## src/core/rio_pkg.sv

```systemverilog
package rio_pkg;

  // ****************************************
  // Register byte offsets
  // ****************************************
  localparam logic [7:0] RIO_OFF_BUS_ERR = 8'h00;
  localparam logic [7:0] RIO_OFF_MASTER_ERR = 8'h04;
  localparam logic [7:0] RIO_OFF_FAIL_INFO = 8'h08;
  localparam logic [7:0] RIO_OFF_REFRESH = 8'h0c;
  localparam logic [7:0] RIO_OFF_ALLOC_REQ = 8'h10;
  localparam logic [7:0] RIO_OFF_ALLOC_RES = 8'h14;
  localparam logic [7:0] RIO_OFF_IRQ_STATUS = 8'h18;
  localparam logic [7:0] RIO_OFF_IRQ_CLEAR = 8'h1c;
  localparam logic [7:0] RIO_OFF_IRQ_ENABLE = 8'h20;

  // ****************************************
  // Field positions
  // ****************************************
  localparam int RIO_BIT_BUS_ERR = 5;
  localparam int RIO_BIT_MASTER0 = 0;
  localparam int RIO_BIT_MASTER1 = 1;
  localparam int RIO_BIT_REFRESH = 0;
  localparam int RIO_BIT_FLAG_CLR = 1;
  localparam int RIO_REQ_KIND_LSB = 0;
  localparam int RIO_REQ_UNIT_LSB = 8;
  localparam int RIO_REQ_IDX_LSB = 16;
  localparam int RIO_RES_VALID_BIT = 16;
  localparam int RIO_IRQ_BUS = 0;
  localparam int RIO_IRQ_FAIL = 1;
  localparam int RIO_IRQ_W = 2;

  // ****************************************
  // Reset values
  // ****************************************
  localparam logic [31:0] RIO_REQ_RESET = 32'h0000_0000;
  localparam logic [15:0] RIO_INFO_RESET = 16'h0000;
  localparam logic [RIO_IRQ_W-1:0] RIO_IRQ_RESET = 2'h0;

  // ****************************************
  // Word allocation
  // ****************************************
  localparam logic [13:0] RIO_RACK_BASE = 14'hbb8;
  localparam logic [13:0] RIO_RACK_LAST = 14'hbe9;
  localparam logic [13:0] RIO_TERM_BASE = 14'hc1c;
  localparam logic [13:0] RIO_TERM_LAST = 14'hc3b;
  localparam logic [4:0] RIO_RACK_WORDS = 5'h0a;
  localparam logic [4:0] RIO_LARGE_WORDS = 5'h14;
  localparam logic [4:0] RIO_OPTIC_WORDS = 5'h02;
  localparam logic [4:0] RIO_RACK_UNIT_MAX = 5'h04;
  localparam logic [4:0] RIO_LARGE_UNIT_MAX = 5'h03;
  localparam logic [4:0] RIO_TERM_UNIT_MAX = 5'h1f;

  localparam logic [1:0] RIO_KIND_RACK = 2'h0;
  localparam logic [1:0] RIO_KIND_LARGE = 2'h1;
  localparam logic [1:0] RIO_KIND_TERM = 2'h2;
  localparam logic [1:0] RIO_KIND_OPTIC = 2'h3;

  // ****************************************
  // Failure information codes
  // ****************************************
  localparam logic [7:0] RIO_MASTER0_CODE = 8'hb0;
  localparam logic [7:0] RIO_MASTER1_CODE = 8'hb1;

endpackage

```

## src/core/rio_alloc.sv

```systemverilog
module rio_alloc
  import rio_pkg::*;
(
  input wire logic [1:0] kind_i,
  input wire logic [4:0] unit_i,
  input wire logic [4:0] index_i,
  output logic [13:0] addr_o,
  output logic valid_o
);

  logic [13:0] rack_off;

  // Unit times ten; master count plays no part in placement
  assign rack_off = {6'h00, unit_i, 3'h0} + {8'h00, unit_i, 1'h0};

  always_comb begin
    addr_o = RIO_RACK_BASE + rack_off + {9'h000, index_i};
    valid_o = 1'b0;
    case (kind_i)
      RIO_KIND_RACK: begin
        valid_o = (unit_i <= RIO_RACK_UNIT_MAX) && (index_i < RIO_RACK_WORDS);
      end
      RIO_KIND_LARGE: begin
        valid_o = (unit_i <= RIO_LARGE_UNIT_MAX) && (index_i < RIO_LARGE_WORDS);
      end
      RIO_KIND_TERM: begin
        addr_o = RIO_TERM_BASE + {9'h000, unit_i};
        valid_o = (unit_i <= RIO_TERM_UNIT_MAX) && (index_i == 5'h00);
      end
      RIO_KIND_OPTIC: begin
        addr_o = RIO_TERM_BASE + {9'h000, unit_i} + {9'h000, index_i};
        valid_o = index_i < RIO_OPTIC_WORDS;
      end
      default: begin
        valid_o = 1'b0;
      end
    endcase
    // Nothing outside the two reserved windows is ever handed out
    if (addr_o < RIO_RACK_BASE || addr_o > RIO_TERM_LAST ||
        (addr_o > RIO_RACK_LAST && addr_o < RIO_TERM_BASE)) begin
      valid_o = 1'b0;
    end
  end

endmodule

```

## src/core/rio_err.sv

```systemverilog
module rio_err
  import rio_pkg::*;
(
  input wire logic clk_i,
  input wire logic rst_i,
  input wire logic bus_err_i,
  input wire logic err_master_i,
  input wire logic fail_i,
  input wire logic fail_optic_i,
  input wire logic [4:0] fail_unit_i,
  input wire logic fail_high_i,
  input wire logic fail_master_i,
  input wire logic refresh_i,
  input wire logic flag_clr_i,
  output logic bus_err_o,
  output logic [1:0] master_err_o,
  output logic [15:0] info_o,
  output logic held_o
);

  logic bus_err_q, bus_err_d;
  logic [1:0] master_q, master_d;
  logic [15:0] info_q, info_d, shadow_q, shadow_d, fail_word;
  logic held_q, held_d, shadow_ok_q, shadow_ok_d;

  always_comb begin
    fail_word = RIO_INFO_RESET;
    if (fail_optic_i) begin
      fail_word[15:8] = {3'h0, fail_unit_i};
      fail_word[4] = fail_high_i;
    end else begin
      fail_word[15:8] = fail_master_i ? RIO_MASTER1_CODE : RIO_MASTER0_CODE;
      fail_word[6:4] = fail_unit_i[2:0];
    end
  end

  always_comb begin
    // A new error wins over a clear in the same cycle
    bus_err_d = (bus_err_q & ~flag_clr_i) | bus_err_i;
    master_d = master_q & {2{~flag_clr_i}};
    if (bus_err_i) begin
      master_d[err_master_i] = 1'b1;
    end
    shadow_d = fail_i ? fail_word : shadow_q;
    shadow_ok_d = shadow_ok_q | fail_i;
    info_d = info_q;
    held_d = held_q;
    if (fail_i && !held_q) begin
      info_d = fail_word;
      held_d = 1'b1;
    end else if (refresh_i) begin
      // Refresh shows the newest failure seen since the last refresh, the one that froze the word included
      info_d = shadow_ok_d ? shadow_d : RIO_INFO_RESET;
      held_d = shadow_ok_d;
      shadow_ok_d = 1'b0;
    end
  end

  always_ff @(posedge clk_i) begin
    if (rst_i) begin
      bus_err_q <= 1'b0;
      master_q <= 2'h0;
      info_q <= RIO_INFO_RESET;
      shadow_q <= RIO_INFO_RESET;
      shadow_ok_q <= 1'b0;
      held_q <= 1'b0;
    end else begin
      bus_err_q <= bus_err_d;
      master_q <= master_d;
      info_q <= info_d;
      shadow_q <= shadow_d;
      shadow_ok_q <= shadow_ok_d;
      held_q <= held_d;
    end
  end

  assign bus_err_o = bus_err_q;
  assign master_err_o = master_q;
  assign info_o = info_q;
  assign held_o = held_q;

endmodule

```

## src/core/rio_top.sv

```systemverilog
// How it works
// - Racks get ten words from 3000 by unit
// - One word per slot, leftmost slot first
// - Placement ignores how many masters exist
// - Large racks take twenty words, units 0-3
// - Other slaves at 3100 plus unit; optical two
// - Transmission error sets the bus error flag
// - Bus error sets the involved master's flag
// - Failing rack unit goes into three-bit field
// - Optical failure stores unit number 00-1F
// - Refresh bit reloads the failing-slave word
// - No general data or unit words used
module rio_top
  import rio_pkg::*;
(
  input wire logic clk_i,
  input wire logic rst_i,
  input wire logic wb_cyc_i,
  input wire logic wb_stb_i,
  input wire logic wb_we_i,
  input wire logic [7:0] wb_adr_i,
  input wire logic [3:0] wb_sel_i,
  input wire logic [31:0] wb_dat_i,
  output logic [31:0] wb_dat_o,
  output logic wb_ack_o,
  input wire logic bus_err_i,
  input wire logic err_master_i,
  input wire logic fail_i,
  input wire logic fail_optic_i,
  input wire logic [4:0] fail_unit_i,
  input wire logic fail_high_i,
  input wire logic fail_master_i,
  output logic bus_err_o,
  output logic irq_o
);

  // ****************************************
  // Helpers
  // ****************************************
  // Unselected byte lanes leave their bits untouched
  function automatic logic [31:0] lane_mask(input logic [3:0] sel);
    lane_mask = {{8{sel[3]}}, {8{sel[2]}}, {8{sel[1]}}, {8{sel[0]}}};
  endfunction

  function automatic logic hit(input logic [7:0] adr, input logic [7:0] off);
    hit = adr == off;
  endfunction

  // ****************************************
  // Wishbone slave
  // ****************************************
  logic ack_q, ack_d;
  logic [31:0] dat_q, dat_d;
  logic wb_req;
  logic wr_now;
  logic [31:0] wmask;
  logic [31:0] wdata;

  // Classic cycle: cyc and stb qualify the access together
  assign wb_req = wb_cyc_i && wb_stb_i;
  // Writes land on the edge where the master samples ack
  assign wr_now = wb_req && wb_we_i && ack_q;
  assign wmask = lane_mask(wb_sel_i);
  assign wdata = wb_dat_i & wmask;

  // ****************************************
  // Write strobes
  // ****************************************
  logic wr_req;
  logic wr_refresh;
  logic wr_irq_clr;
  logic wr_irq_en;

  // One decode per writable register keeps each offset in one place
  assign wr_req = wr_now && hit(wb_adr_i, RIO_OFF_ALLOC_REQ);
  assign wr_refresh = wr_now && hit(wb_adr_i, RIO_OFF_REFRESH);
  assign wr_irq_clr = wr_now && hit(wb_adr_i, RIO_OFF_IRQ_CLEAR);
  assign wr_irq_en = wr_now && hit(wb_adr_i, RIO_OFF_IRQ_ENABLE);

  // ****************************************
  // Allocation lookup
  // ****************************************
  logic [31:0] req_q, req_d;
  logic [1:0] req_kind;
  logic [4:0] req_unit;
  logic [4:0] req_index;
  logic [13:0] alloc_addr;
  logic alloc_ok;
  logic [31:0] res_q, res_d;

  // The lookup runs on the stored request, so its registered result
  // trails the landing write by one edge and then stays put
  assign req_kind = req_q[RIO_REQ_KIND_LSB +: 2];
  assign req_unit = req_q[RIO_REQ_UNIT_LSB +: 5];
  assign req_index = req_q[RIO_REQ_IDX_LSB +: 5];

  rio_alloc u_alloc (
    .kind_i(req_kind),
    .unit_i(req_unit),
    .index_i(req_index),
    .addr_o(alloc_addr),
    .valid_o(alloc_ok)
  );

  always_comb begin
    req_d = req_q;
    if (wr_req) begin
      req_d = (req_q & ~wmask) | wdata;
    end
    // Only the used request fields are kept
    req_d[31:21] = 11'h000;
    req_d[15:13] = 3'h0;
    req_d[7:2] = 6'h00;
    res_d = 32'h0000_0000;
    // The valid bit lets software tell a refused request from a real word
    res_d[13:0] = alloc_addr;
    res_d[RIO_RES_VALID_BIT] = alloc_ok;
  end

  always_ff @(posedge clk_i) begin
    if (rst_i) begin
      req_q <= RIO_REQ_RESET;
      res_q <= 32'h0000_0000;
    end else begin
      req_q <= req_d;
      res_q <= res_d;
    end
  end

  // ****************************************
  // Error capture
  // ****************************************
  logic refresh_pulse;
  logic flag_clr_pulse;
  logic err_flag;
  logic [1:0] master_flags;
  logic [15:0] fail_info;
  logic fail_held;

  // Refresh and flag clear share one write-only register, one bit each
  assign refresh_pulse = wr_refresh && wdata[RIO_BIT_REFRESH];
  assign flag_clr_pulse = wr_refresh && wdata[RIO_BIT_FLAG_CLR];

  rio_err u_err (
    .clk_i(clk_i),
    .rst_i(rst_i),
    .bus_err_i(bus_err_i),
    .err_master_i(err_master_i),
    .fail_i(fail_i),
    .fail_optic_i(fail_optic_i),
    .fail_unit_i(fail_unit_i),
    .fail_high_i(fail_high_i),
    .fail_master_i(fail_master_i),
    .refresh_i(refresh_pulse),
    .flag_clr_i(flag_clr_pulse),
    .bus_err_o(err_flag),
    .master_err_o(master_flags),
    .info_o(fail_info),
    .held_o(fail_held)
  );

  // ****************************************
  // Interrupts
  // ****************************************
  wire logic [RIO_IRQ_W-1:0] irq_stat_q;
  wire logic [RIO_IRQ_W-1:0] irq_stat_d;
  wire logic [RIO_IRQ_W-1:0] irq_en_q;
  wire logic [RIO_IRQ_W-1:0] irq_en_d;
  logic [RIO_IRQ_W-1:0] irq_evt;
  logic irq_q, irq_d;
  logic bus_err_q, bus_err_d;

  always_comb begin
    irq_evt = '0;
    irq_evt[RIO_IRQ_BUS] = bus_err_i;
    irq_evt[RIO_IRQ_FAIL] = fail_i;
  end

  // Every status bit is a sticky cell of its own beside its enable
  for (genvar b = 0; b < RIO_IRQ_W; b++) begin : g_irq
    logic stat_q, stat_d;
    logic en_q, en_d;

    always_comb begin
      // An event in the clearing cycle survives the clear
      stat_d = (stat_q & ~(wr_irq_clr & wdata[b])) | irq_evt[b];
      en_d = en_q;
      // Enable bits obey the byte lanes like any read-write field
      if (wr_irq_en && wmask[b]) begin
        en_d = wdata[b];
      end
    end

    always_ff @(posedge clk_i) begin
      if (rst_i) begin
        stat_q <= RIO_IRQ_RESET[b];
        en_q <= RIO_IRQ_RESET[b];
      end else begin
        stat_q <= stat_d;
        en_q <= en_d;
      end
    end

    assign irq_stat_q[b] = stat_q;
    assign irq_stat_d[b] = stat_d;
    assign irq_en_q[b] = en_q;
    assign irq_en_d[b] = en_d;
  end

  // The level output is registered from the next state, so it rises
  // on the same edge as the status bit that causes it
  always_comb begin
    irq_d = |(irq_stat_d & irq_en_d);
    bus_err_d = err_flag;
  end

  always_ff @(posedge clk_i) begin
    if (rst_i) begin
      irq_q <= 1'b0;
      bus_err_q <= 1'b0;
    end else begin
      irq_q <= irq_d;
      bus_err_q <= bus_err_d;
    end
  end

  // ****************************************
  // Read mux and acknowledge
  // ****************************************
  always_comb begin
    // Ack follows one cycle after the request and drops the cycle after
    ack_d = wb_req && !ack_q;
    dat_d = dat_q;
    if (ack_d) begin
      dat_d = 32'h0000_0000;
      case (wb_adr_i)
        RIO_OFF_BUS_ERR: begin
          dat_d[RIO_BIT_BUS_ERR] = err_flag;
        end
        RIO_OFF_MASTER_ERR: begin
          dat_d[RIO_BIT_MASTER0] = master_flags[0];
          dat_d[RIO_BIT_MASTER1] = master_flags[1];
        end
        RIO_OFF_FAIL_INFO: begin
          // Bit 16 tells software that the word is frozen
          dat_d[15:0] = fail_info;
          dat_d[16] = fail_held;
        end
        RIO_OFF_ALLOC_REQ: begin
          dat_d = req_q;
        end
        RIO_OFF_ALLOC_RES: begin
          dat_d = res_q;
        end
        RIO_OFF_IRQ_STATUS: begin
          dat_d[RIO_IRQ_W-1:0] = irq_stat_q;
        end
        RIO_OFF_IRQ_ENABLE: begin
          dat_d[RIO_IRQ_W-1:0] = irq_en_q;
        end
        RIO_OFF_REFRESH, RIO_OFF_IRQ_CLEAR: begin
          // Write-only registers read as zero so polling never sees a pulse
          dat_d = 32'h0000_0000;
        end
        default: begin
          // Unmapped offsets are acked and read as zero
          dat_d = 32'h0000_0000;
        end
      endcase
    end
  end

  always_ff @(posedge clk_i) begin
    if (rst_i) begin
      ack_q <= 1'b0;
      dat_q <= 32'h0000_0000;
    end else begin
      ack_q <= ack_d;
      dat_q <= dat_d;
    end
  end

  // ****************************************
  // Outputs
  // ****************************************
  // Every pin comes straight from a flop, so no decode glitch
  // can reach the bus or the interrupt line
  assign wb_ack_o = ack_q;
  assign wb_dat_o = dat_q;
  assign irq_o = irq_q;
  assign bus_err_o = bus_err_q;

endmodule

```

## config.mk

```make
export PLATFORM = sky130hd
export DESIGN_NAME = rio_top
export DESIGN_NICKNAME = d
export VERILOG_FILES = /design/src/core/rio_pkg.sv /design/src/core/rio_alloc.sv /design/src/core/rio_err.sv /design/src/core/rio_top.sv
export SDC_FILE = /design/constraint.sdc
export NUM_CORES = 1
export LEC_CHECK = 0
export BUFFER_PORTS_ARGS = -buffer_cell sky130_fd_sc_hd__buf_4
export CAP_MARGIN = 40
export CORE_UTILIZATION = 55
export CTS_CLUSTER_DIAMETER = 150
export CTS_CLUSTER_SIZE = 16
export DETAILED_ROUTE_END_ITERATION = 8
export GPL_TIMING_DRIVEN = 0
export PLACE_DENSITY = 0.87
export SYNTH_ARGS = -nofsm -noshare
export SYNTH_HDL_FRONTEND = slang
export SYNTH_SLANG_ARGS = --single-unit
export TNS_END_PERCENT = 1
```

## constraint.sdc

```tcl
create_clock -name clk_i -period 3.9 [get_ports clk_i]
set_input_delay 0.78 -clock clk_i [delete_from_list [all_inputs] [get_ports clk_i]]
set_output_delay 0.78 -clock clk_i [all_outputs]
set_load 0.02 [all_outputs]
```

# Word level (Yosys, flattened, before mapping)
# Cells that the tools add are included.
# W data, S select, Z words.
[word_totals]
ff_bits = 140
inputBits = 60
output_inout_bits = 35
[op_classes]
add_sub_neg = 5
n_lt_le_gt_ge = 12
eq_ne = 11
muxes = 24
bitwise = 19
n_reduce_logical = 28
[op_table]
columns = ["op", "count"]
rows = [
  ["$and A32 B32 Y32", 2],
  ["$mux W16", 4],
  ["$pmux W11 S3", 1],
  ["$eq A8 B5 Y1 const B", 4],
  ["$not A32 Y32", 1],
  ["$or A32 B32 Y32", 1],
  ["$pmux W15 S2", 1],
  ["$add A14 B5 Y14", 2],
  ["$gt A14 B12 Y1 const B", 2],
  ["$lt A14 B12 Y1 const B", 2],
  ["$pmux W14 S2", 1],
  ["$logic_and A1 B1 Y1", 17],
  ["$eq A8 B4 Y1 const B", 2],
  ["$add A12 B14 Y14 const A", 1],
  ["$add A12 B5 Y13 const A", 1],
  ["$pmux W2 S6", 1],
  ["$add A8 B6 Y9", 1],
  ["$mux W1", 9],
  ["$pmux W3 S3", 1],
  ["$eq A8 B3 Y1 const B", 1],
  ["$eq A8 B6 Y1 const B", 1],
  ["$logic_not A8 Y1", 1],
  ["$mux W8", 1],
  ["$pmux W1 S4", 2],
  ["23 further kinds", 39],
]

# Depth between registers and ports, before layout
# Gate-level depths: netlist of the first run.
[depth]
word_depth = 10
depth_mapped = 13

# Hierarchy
# A second synthesis of the first run with hierarchy kept.
[unflattened]
hier_cells = 564
area_unflattened_um2 = 5076.1
[modules_own_cells]
columns = ["module", "instances", "cells_per_inst", "area_each_um2"]
rows = [
  ["rio_top", 1, 260, 2428.6],
  ["rio_err", 1, 153, 1496.4],
  ["rio_alloc", 1, 151, 1151.1],
]

# Least setup slack after synthesis of the first run
# OpenSTA, ideal clock, no wires.
[synth_timing]
kind = "register -> register"
from = "register (tool-made name)"
to = "register res_q[16]"
setup_time_ns = 0.059
t_arrival_ns = 3.186
setup_slack_ns = 0.655
path_stages_with_launch = 14
synth_period_minus_slack_ns = 3.245
cell_sequence = "dfxtp_1 ha_1 fa_1 inv_1 ha_1 inv_1 ha_1 nor2b_1 nor2_1 o22ai_1 a31oi_1 mux2_4 nor4_2 a31o_1"
[synth_rtl]
columns = ["element", "line", "text"]
rows = [
  ["to (signal assigned)", "rio_top.sv:126", "res_q <= res_d;"],
  ["to (decl)", "rio_top.sv:89", "logic [31:0] res_q, res_d;"],
]

==> impl_metrics.yaml, run 1 <==
outcome:
  status: "finished clean"
sta:
  maxSlewHeadroom_pct: 44.05
  rsz0062_at_grt: "false"
  period_minus_slack_ps: 3668
  tightestPinTransition_ps: 832.8
  maxSlewViolCount: 0
  setup_viol: 0
  tns_ps: 0
  finalHoldViolations: 0
  fin_crit_sh_pct: 94.05
  max_freq_mhz: 272.6
  fin_worst_skew_ps: 16.49
pwr:
  vdd_drop_max_uv: 231.0
  p_leak_uw: 0.002262
  powerDensity_nw_per_um2: 319.1
  total_power_uw: 1788
clocking:
  path_clk_slew_ps: 90
  clkSinkCount: 90
  cts_buffer_depth: 2
  h-tree-depth: 3
  ctsHoldBuffers: 0
  ctsRootBufferMaster: "clkbuf_8"
  postCtsSetupRepairBufs: 0
  cts_tree: "done"
  post_cts_resized: 0
  clkLatencyLatePin_ps: 370
  cts_buffers: 9
place:
  dpl.hpwl_mm: 9.596
  io_buffer_count: 60
  gp_congestion: 0.9001
logic_synthesis:
  yosysWarnings: 0
  syn_area_sq_um: 4788
  synth_cell_type_count: 75
  synthCells: 548
  synth_edf_count: 0
  async_flop_share_pct: 0
  ys_seq_area_share_pct: 37.63
  ys_ff_latch: 90
  synth-main-ff-cell: "dfxtp_1"
  post-synth-top-area-cell: "dfxtp_1"
  synth.area.top_cells: "dfxtp_1, ha_1, nor2_1, a21oi_1, mux2i_1"
  syn_avg_cell_area_sq_um: 8.738
  yosysTopAreaCellShare_pct: 37.63
layout:
  layout_common_cells: "dfxtp_1, buf_4, nor2_1"
  layout-drive-gt1-share_pct: 18.17
  areaGrowthSynthToFinish_pct: 17.01
  fin_nets: 713
  seq_area_sq_um: 1802
  n_fill_cell: 705
  final_common_cell: "dfxtp_1"
  num_antenna_cells: 0
  multiInputGateArea_sq_um: 2710
floorplanning:
  fp-row-count: 33
  dieWidth_um: 95.31
  core_area_sq_um: 8341
  start_util_pct: 57.41
  io_pins: 95
  die_area_sq_um: 9083
  fp.dieH_um: 95.31
worst_setup_path:
  path_cells: "ha_1, fa_1, inv_1, ha_1, inv_1, ha_1, nor2b_1, nor2_1, o22ai_1, a31oi_1, mux2_4, nor4_2, a31o_1"
  end_kind: "flip-flop"
  arrival_ps: 3980
  timing.critical_path.depth: 13
  worstPathMaxFanout: 8
  critPathRequiredTime_ps: 4210
  cp_common_cell: "ha_1"
  regToRegEndpoint: "res_q[16]"
  cp_top_family: "adder cells"
  cp-start-kind: "flip-flop"
  reg2reg_slack_ps: 230
  crit_path_top_delay_cell: "fa_1"
  cp_num_buf_inv: 2
  critPathKind: "reg -> reg"
  slowest_delay_ps: 490
  reg2reg_depth: 13
routing:
  drt_pass1_iterations: 6
  vias: 4469
  drcViolationCount: 0
  wl_mm: 12.76
  drtIter0Drc: 353
  wl_per_cell_um: 17.28
  drtAntennaViolNets: 0
  routed_via_density: 6.056
min_path:
  min_to: "wb_dat_o[17]"
  holdPathStages: 2
  hp-start: "wb_dat_o[17]"
  hold_class: "reg -> reg"
grt:
  grt_max_degree: 17
  globalRouteOverflowTotal: 0
  antenna_found_initial: 0
  first_global_vias: 4156
  grt.total_usage_pct: 29.63
  grt_pass1_wl_mm: 20.53
job:
  maxCapViolCount: 0
==> worst max-delay path by stage <==
stage,startpoint,end,slack [ps]
floorplan,flip-flop,res_q[16],660
global placement,flip-flop,res_q[16],380
detailed placement,flip-flop,res_q[16],280
CTS,flip-flop,res_q[16],270
global route,flip-flop,res_q[16],50
finish,flip-flop,res_q[16],230
==> cell usage after synthesis, types with 4 or more instances <==
master,count
nor3b_1,10
mux2i_1,18
a22o_1,4
clkbuf_1,23
a222oi_1,5
nand2b_1,14
o21ai_0,9
nand4b_1,8
nor3_1,19
a211oi_1,8
buf_1,6
nor2b_1,7
a21oi_1,45
buf_4,11
nand3_1,18
dfxtp_1,90
inv_1,24
o2bb2ai_1,4
nor2_1,66
a221oi_1,10
ha_1,21
nand2_1,32
xnor2_1,7
mux2_2,4
a21o_1,5
==> where the power goes <==
| part | internal, uW | switching [uW] |
|---|---|---|
| registers | 945 | 15.1 |
| logic | 74.3 | 101 |
| clock network | 300 | 353 |
| total | 1320 | 469 |
==> stage by stage <==
step / std cells / hold WS [ps] / setup slack, ps / instance area, sq um / util [%]
2_1_floorplan: 558 / 431.7 / 655.0 / 4826 / -
3_3_place_gp: 723 / 439.3 / 381.3 / 5408 / 64.84
3_5_place_dp: 723 / 447.8 / 284.2 / 5408 / 64.84
4_1_cts: 738 / 460.3 / 267.6 / 5603 / 67.18
5_1_grt: 738 / 472.2 / 49.19 / 5603 / 67.18
6_report: 738 / 460.3 / 231.9 / 5603 / 67.18
==> final cells by class <==
type                    count  area share [%]
multi-input cells         399           48.37
repair buffers             60           8.039
inverters                  25           1.720
flip-flops and latches     90           32.16
clock buffers               9           2.211
plain buffers              44           3.886
clock inverters             6           1.273
well taps                 105           2.345
==> cells by family after synthesis <==
family          count (synthesis)  synth area share (%)
other cells                     1               0.07832
mux                            23                 5.017
xor+xnor                       10                 1.986
simple gates                  197                 20.90
fa+ha+maj                      24                 6.742
buf+inv                        69                 6.559
compound gates                134                 21.09
flops                          90                 37.63
==> worst min-delay path, delay by kind of cell (launching register included) <==
| kind | cells | cell delay, ps |
|---|---|---|
| DFF | 1 | 320 |
| and+or+nand+nor | 1 | 50 |
| AOI/OAI and AO/OA | 1 | 50 |
==> layer usage <==
metal	track usage, %	wire, um
met5	0	0
met4	10.23	239
met3	4.386	1057
met1	39.71	5614
met2	48.45	5843
(Power assumes the default switching activity.)
==> run 2: changes to the inputs <==
--- a/config.mk
+++ b/config.mk
@@ -7,12 +7,12 @@
 export LEC_CHECK = 0
 export BUFFER_PORTS_ARGS = -buffer_cell sky130_fd_sc_hd__buf_4
 export CAP_MARGIN = 40
-export CORE_UTILIZATION = 55
+export CORE_UTILIZATION = 50
 export CTS_CLUSTER_DIAMETER = 150
 export CTS_CLUSTER_SIZE = 16
 export DETAILED_ROUTE_END_ITERATION = 8
 export GPL_TIMING_DRIVEN = 0
-export PLACE_DENSITY = 0.87
+export PLACE_DENSITY = 0.8
 export SYNTH_ARGS = -nofsm -noshare
 export SYNTH_HDL_FRONTEND = slang
 export SYNTH_SLANG_ARGS = --single-unit
==> impl_metrics.yaml, run 2 (synthesis results as in run 1) <==
floorplanning:
  dieWidth_um: 99.86
  fp.dieH_um: 99.86
  start_util_pct: 51.82
  core_area_sq_um: 9240
  fp-row-count: 35
  die_area_sq_um: 9972
  io_pins: 95
sta:
  period_minus_slack_ps: 3690
  fin_crit_sh_pct: 94.62
  tns_ps: 0
  fin_worst_skew_ps: 10.77
  finalHoldViolations: 0
  rsz0062_at_grt: "false"
  max_freq_mhz: 271.0
  setup_viol: 0
  tightestPinTransition_ps: 824.1
  maxSlewHeadroom_pct: 44.64
  maxSlewViolCount: 0
clocking:
  post_cts_resized: 0
  postCtsSetupRepairBufs: 0
  cts_buffers: 9
  h-tree-depth: 3
  cts_buffer_depth: 2
  clkSinkCount: 90
  cts_tree: "done"
  ctsRootBufferMaster: "clkbuf_8"
  ctsHoldBuffers: 0
  clkLatencyLatePin_ps: 370
  path_clk_slew_ps: 90
worst_setup_path:
  cp-start-kind: "flip-flop"
  critPathRequiredTime_ps: 4210
  reg2reg_depth: 13
  regToRegEndpoint: "res_q[16]"
  worstPathMaxFanout: 10
  critPathKind: "reg -> reg"
  arrival_ps: 4000
  reg2reg_slack_ps: 210
  end_kind: "flip-flop"
pwr:
  p_comb_share_pct: 9.4
  vdd_drop_max_uv: 168.9
  sw_frac_of_total_pct: 25.52
  powerDensity_nw_per_um2: 329.6
  cell_internal_pwr_uw: 1390
  p_leak_uw: 0.002279
  p_clk_share_pct: 39.2
  power_frac_seq_pct: 51.4
  switchingPower_uw: 476.2
grt:
  antenna_found_initial: 0
  grt.total_usage_pct: 25.93
  grt_pass1_wl_mm: 20.24
  first_global_vias: 4059
  globalRouteOverflowTotal: 0
  grt_max_degree: 17
place:
  dpl.hpwl_mm: 9.560
  io_buffer_count: 60
  place_inst: 747
  gp_congestion: 0.8831
routing:
  wl_per_cell_um: 16.56
  drtIter0Drc: 294
  drtAntennaViolNets: 0
  drcViolationCount: 0
  vias: 4427
  wl_mm: 12.64
  routed_via_density: 5.802
  drt_pass1_iterations: 7
min_path:
  hp-start: "wb_dat_o[19]"
  holdPathStages: 2
  hold_class: "reg -> reg"
  min_to: "wb_dat_o[19]"
layout:
  layout_common_cells: "dfxtp_1, buf_4, nor2_1"
  layout-drive-gt1-share_pct: 18.14
  num_antenna_cells: 0
  final_common_cell: "dfxtp_1"
  n_fill_cell: 788
  fin_cells: 763
  areaGrowthSynthToFinish_pct: 18.24
  fin_nets: 713
outcome:
  status: "finished clean"
job:
  maxCapViolCount: 0
==> run 2: power by group through the flow <==
stage	logic [uW]	clock network (uW)	registers [uW]
final	176	731	959
after global routing	190	767	962
after CTS	174	731	959
after detailed placement	174	0	981
after global placement	170	0	980
after floorplan	95.2	0	984
==> run 2: worst max-delay path by stage <==
stage	startpoint	end	cells past startpoint
finish	flip-flop	res_q[16]	13
CTS	flip-flop	res_q[16]	13
detailed placement	flip-flop	res_q[16]	13
global route	flip-flop	res_q[16]	13
global placement	flip-flop	res_q[16]	13
floorplan	flip-flop	res_q[16]	13
==> run 2: worst max-delay path, cell delays in order (launching register included) <==
cell,delay (ps)
dfxtp_1,600
ha_1,290
fa_1,420
inv_1,70
ha_1,220
inv_1,60
ha_1,270
nor2b_1,180
nor2_1,210
o22ai_1,130
a31oi_1,430
mux2_4,350
nor4_2,270
a31o_1,140
==> run 2: cell type report <==
type / instances / area [sq um] / area share (%)
Tap cell: 129 / 161.4 / 2.851
Buffer: 44 / 217.7 / 3.845
Inverter: 25 / 96.34 / 1.702
Multi-Input combinational cell: 399 / 2710 / 47.87
Timing Repair Buffer: 60 / 450.4 / 7.956
Clock inverter: 6 / 96.34 / 1.702
Clock buffer: 10 / 127.6 / 2.254
Sequential cell: 90 / 1802 / 31.82
==> run 2: metrics by stage <==
stage                     utilization (%)  cell area (sq um)  total power, uW  hold slack [ps]  worst slack (ps)
final                               61.27               5662             1866            455.4             209.9
after global routing                61.27               5662             1919            477.0             50.80
after CTS                           61.27               5662             1865            460.6             288.9
after detailed placement            58.85               5438             1154            447.0             326.1
after global placement              58.85               5438             1150            442.8             349.5
after floorplan                         -               4826             1079            431.7             655.0
==> run 2: per-layer routing <==
| metal | global-route usage [%] | up-vias | wire length [um] |
|---|---|---|---|
| li1 | - | 2109 | - |
| met4 | 8.824 | 0 | 235 |
| met3 | 4.526 | 20 | 902 |
| met2 | 42.39 | 199 | 5902 |
| met1 | 34.61 | 2099 | 5596 |
| met5 | 0 | - | 0 |
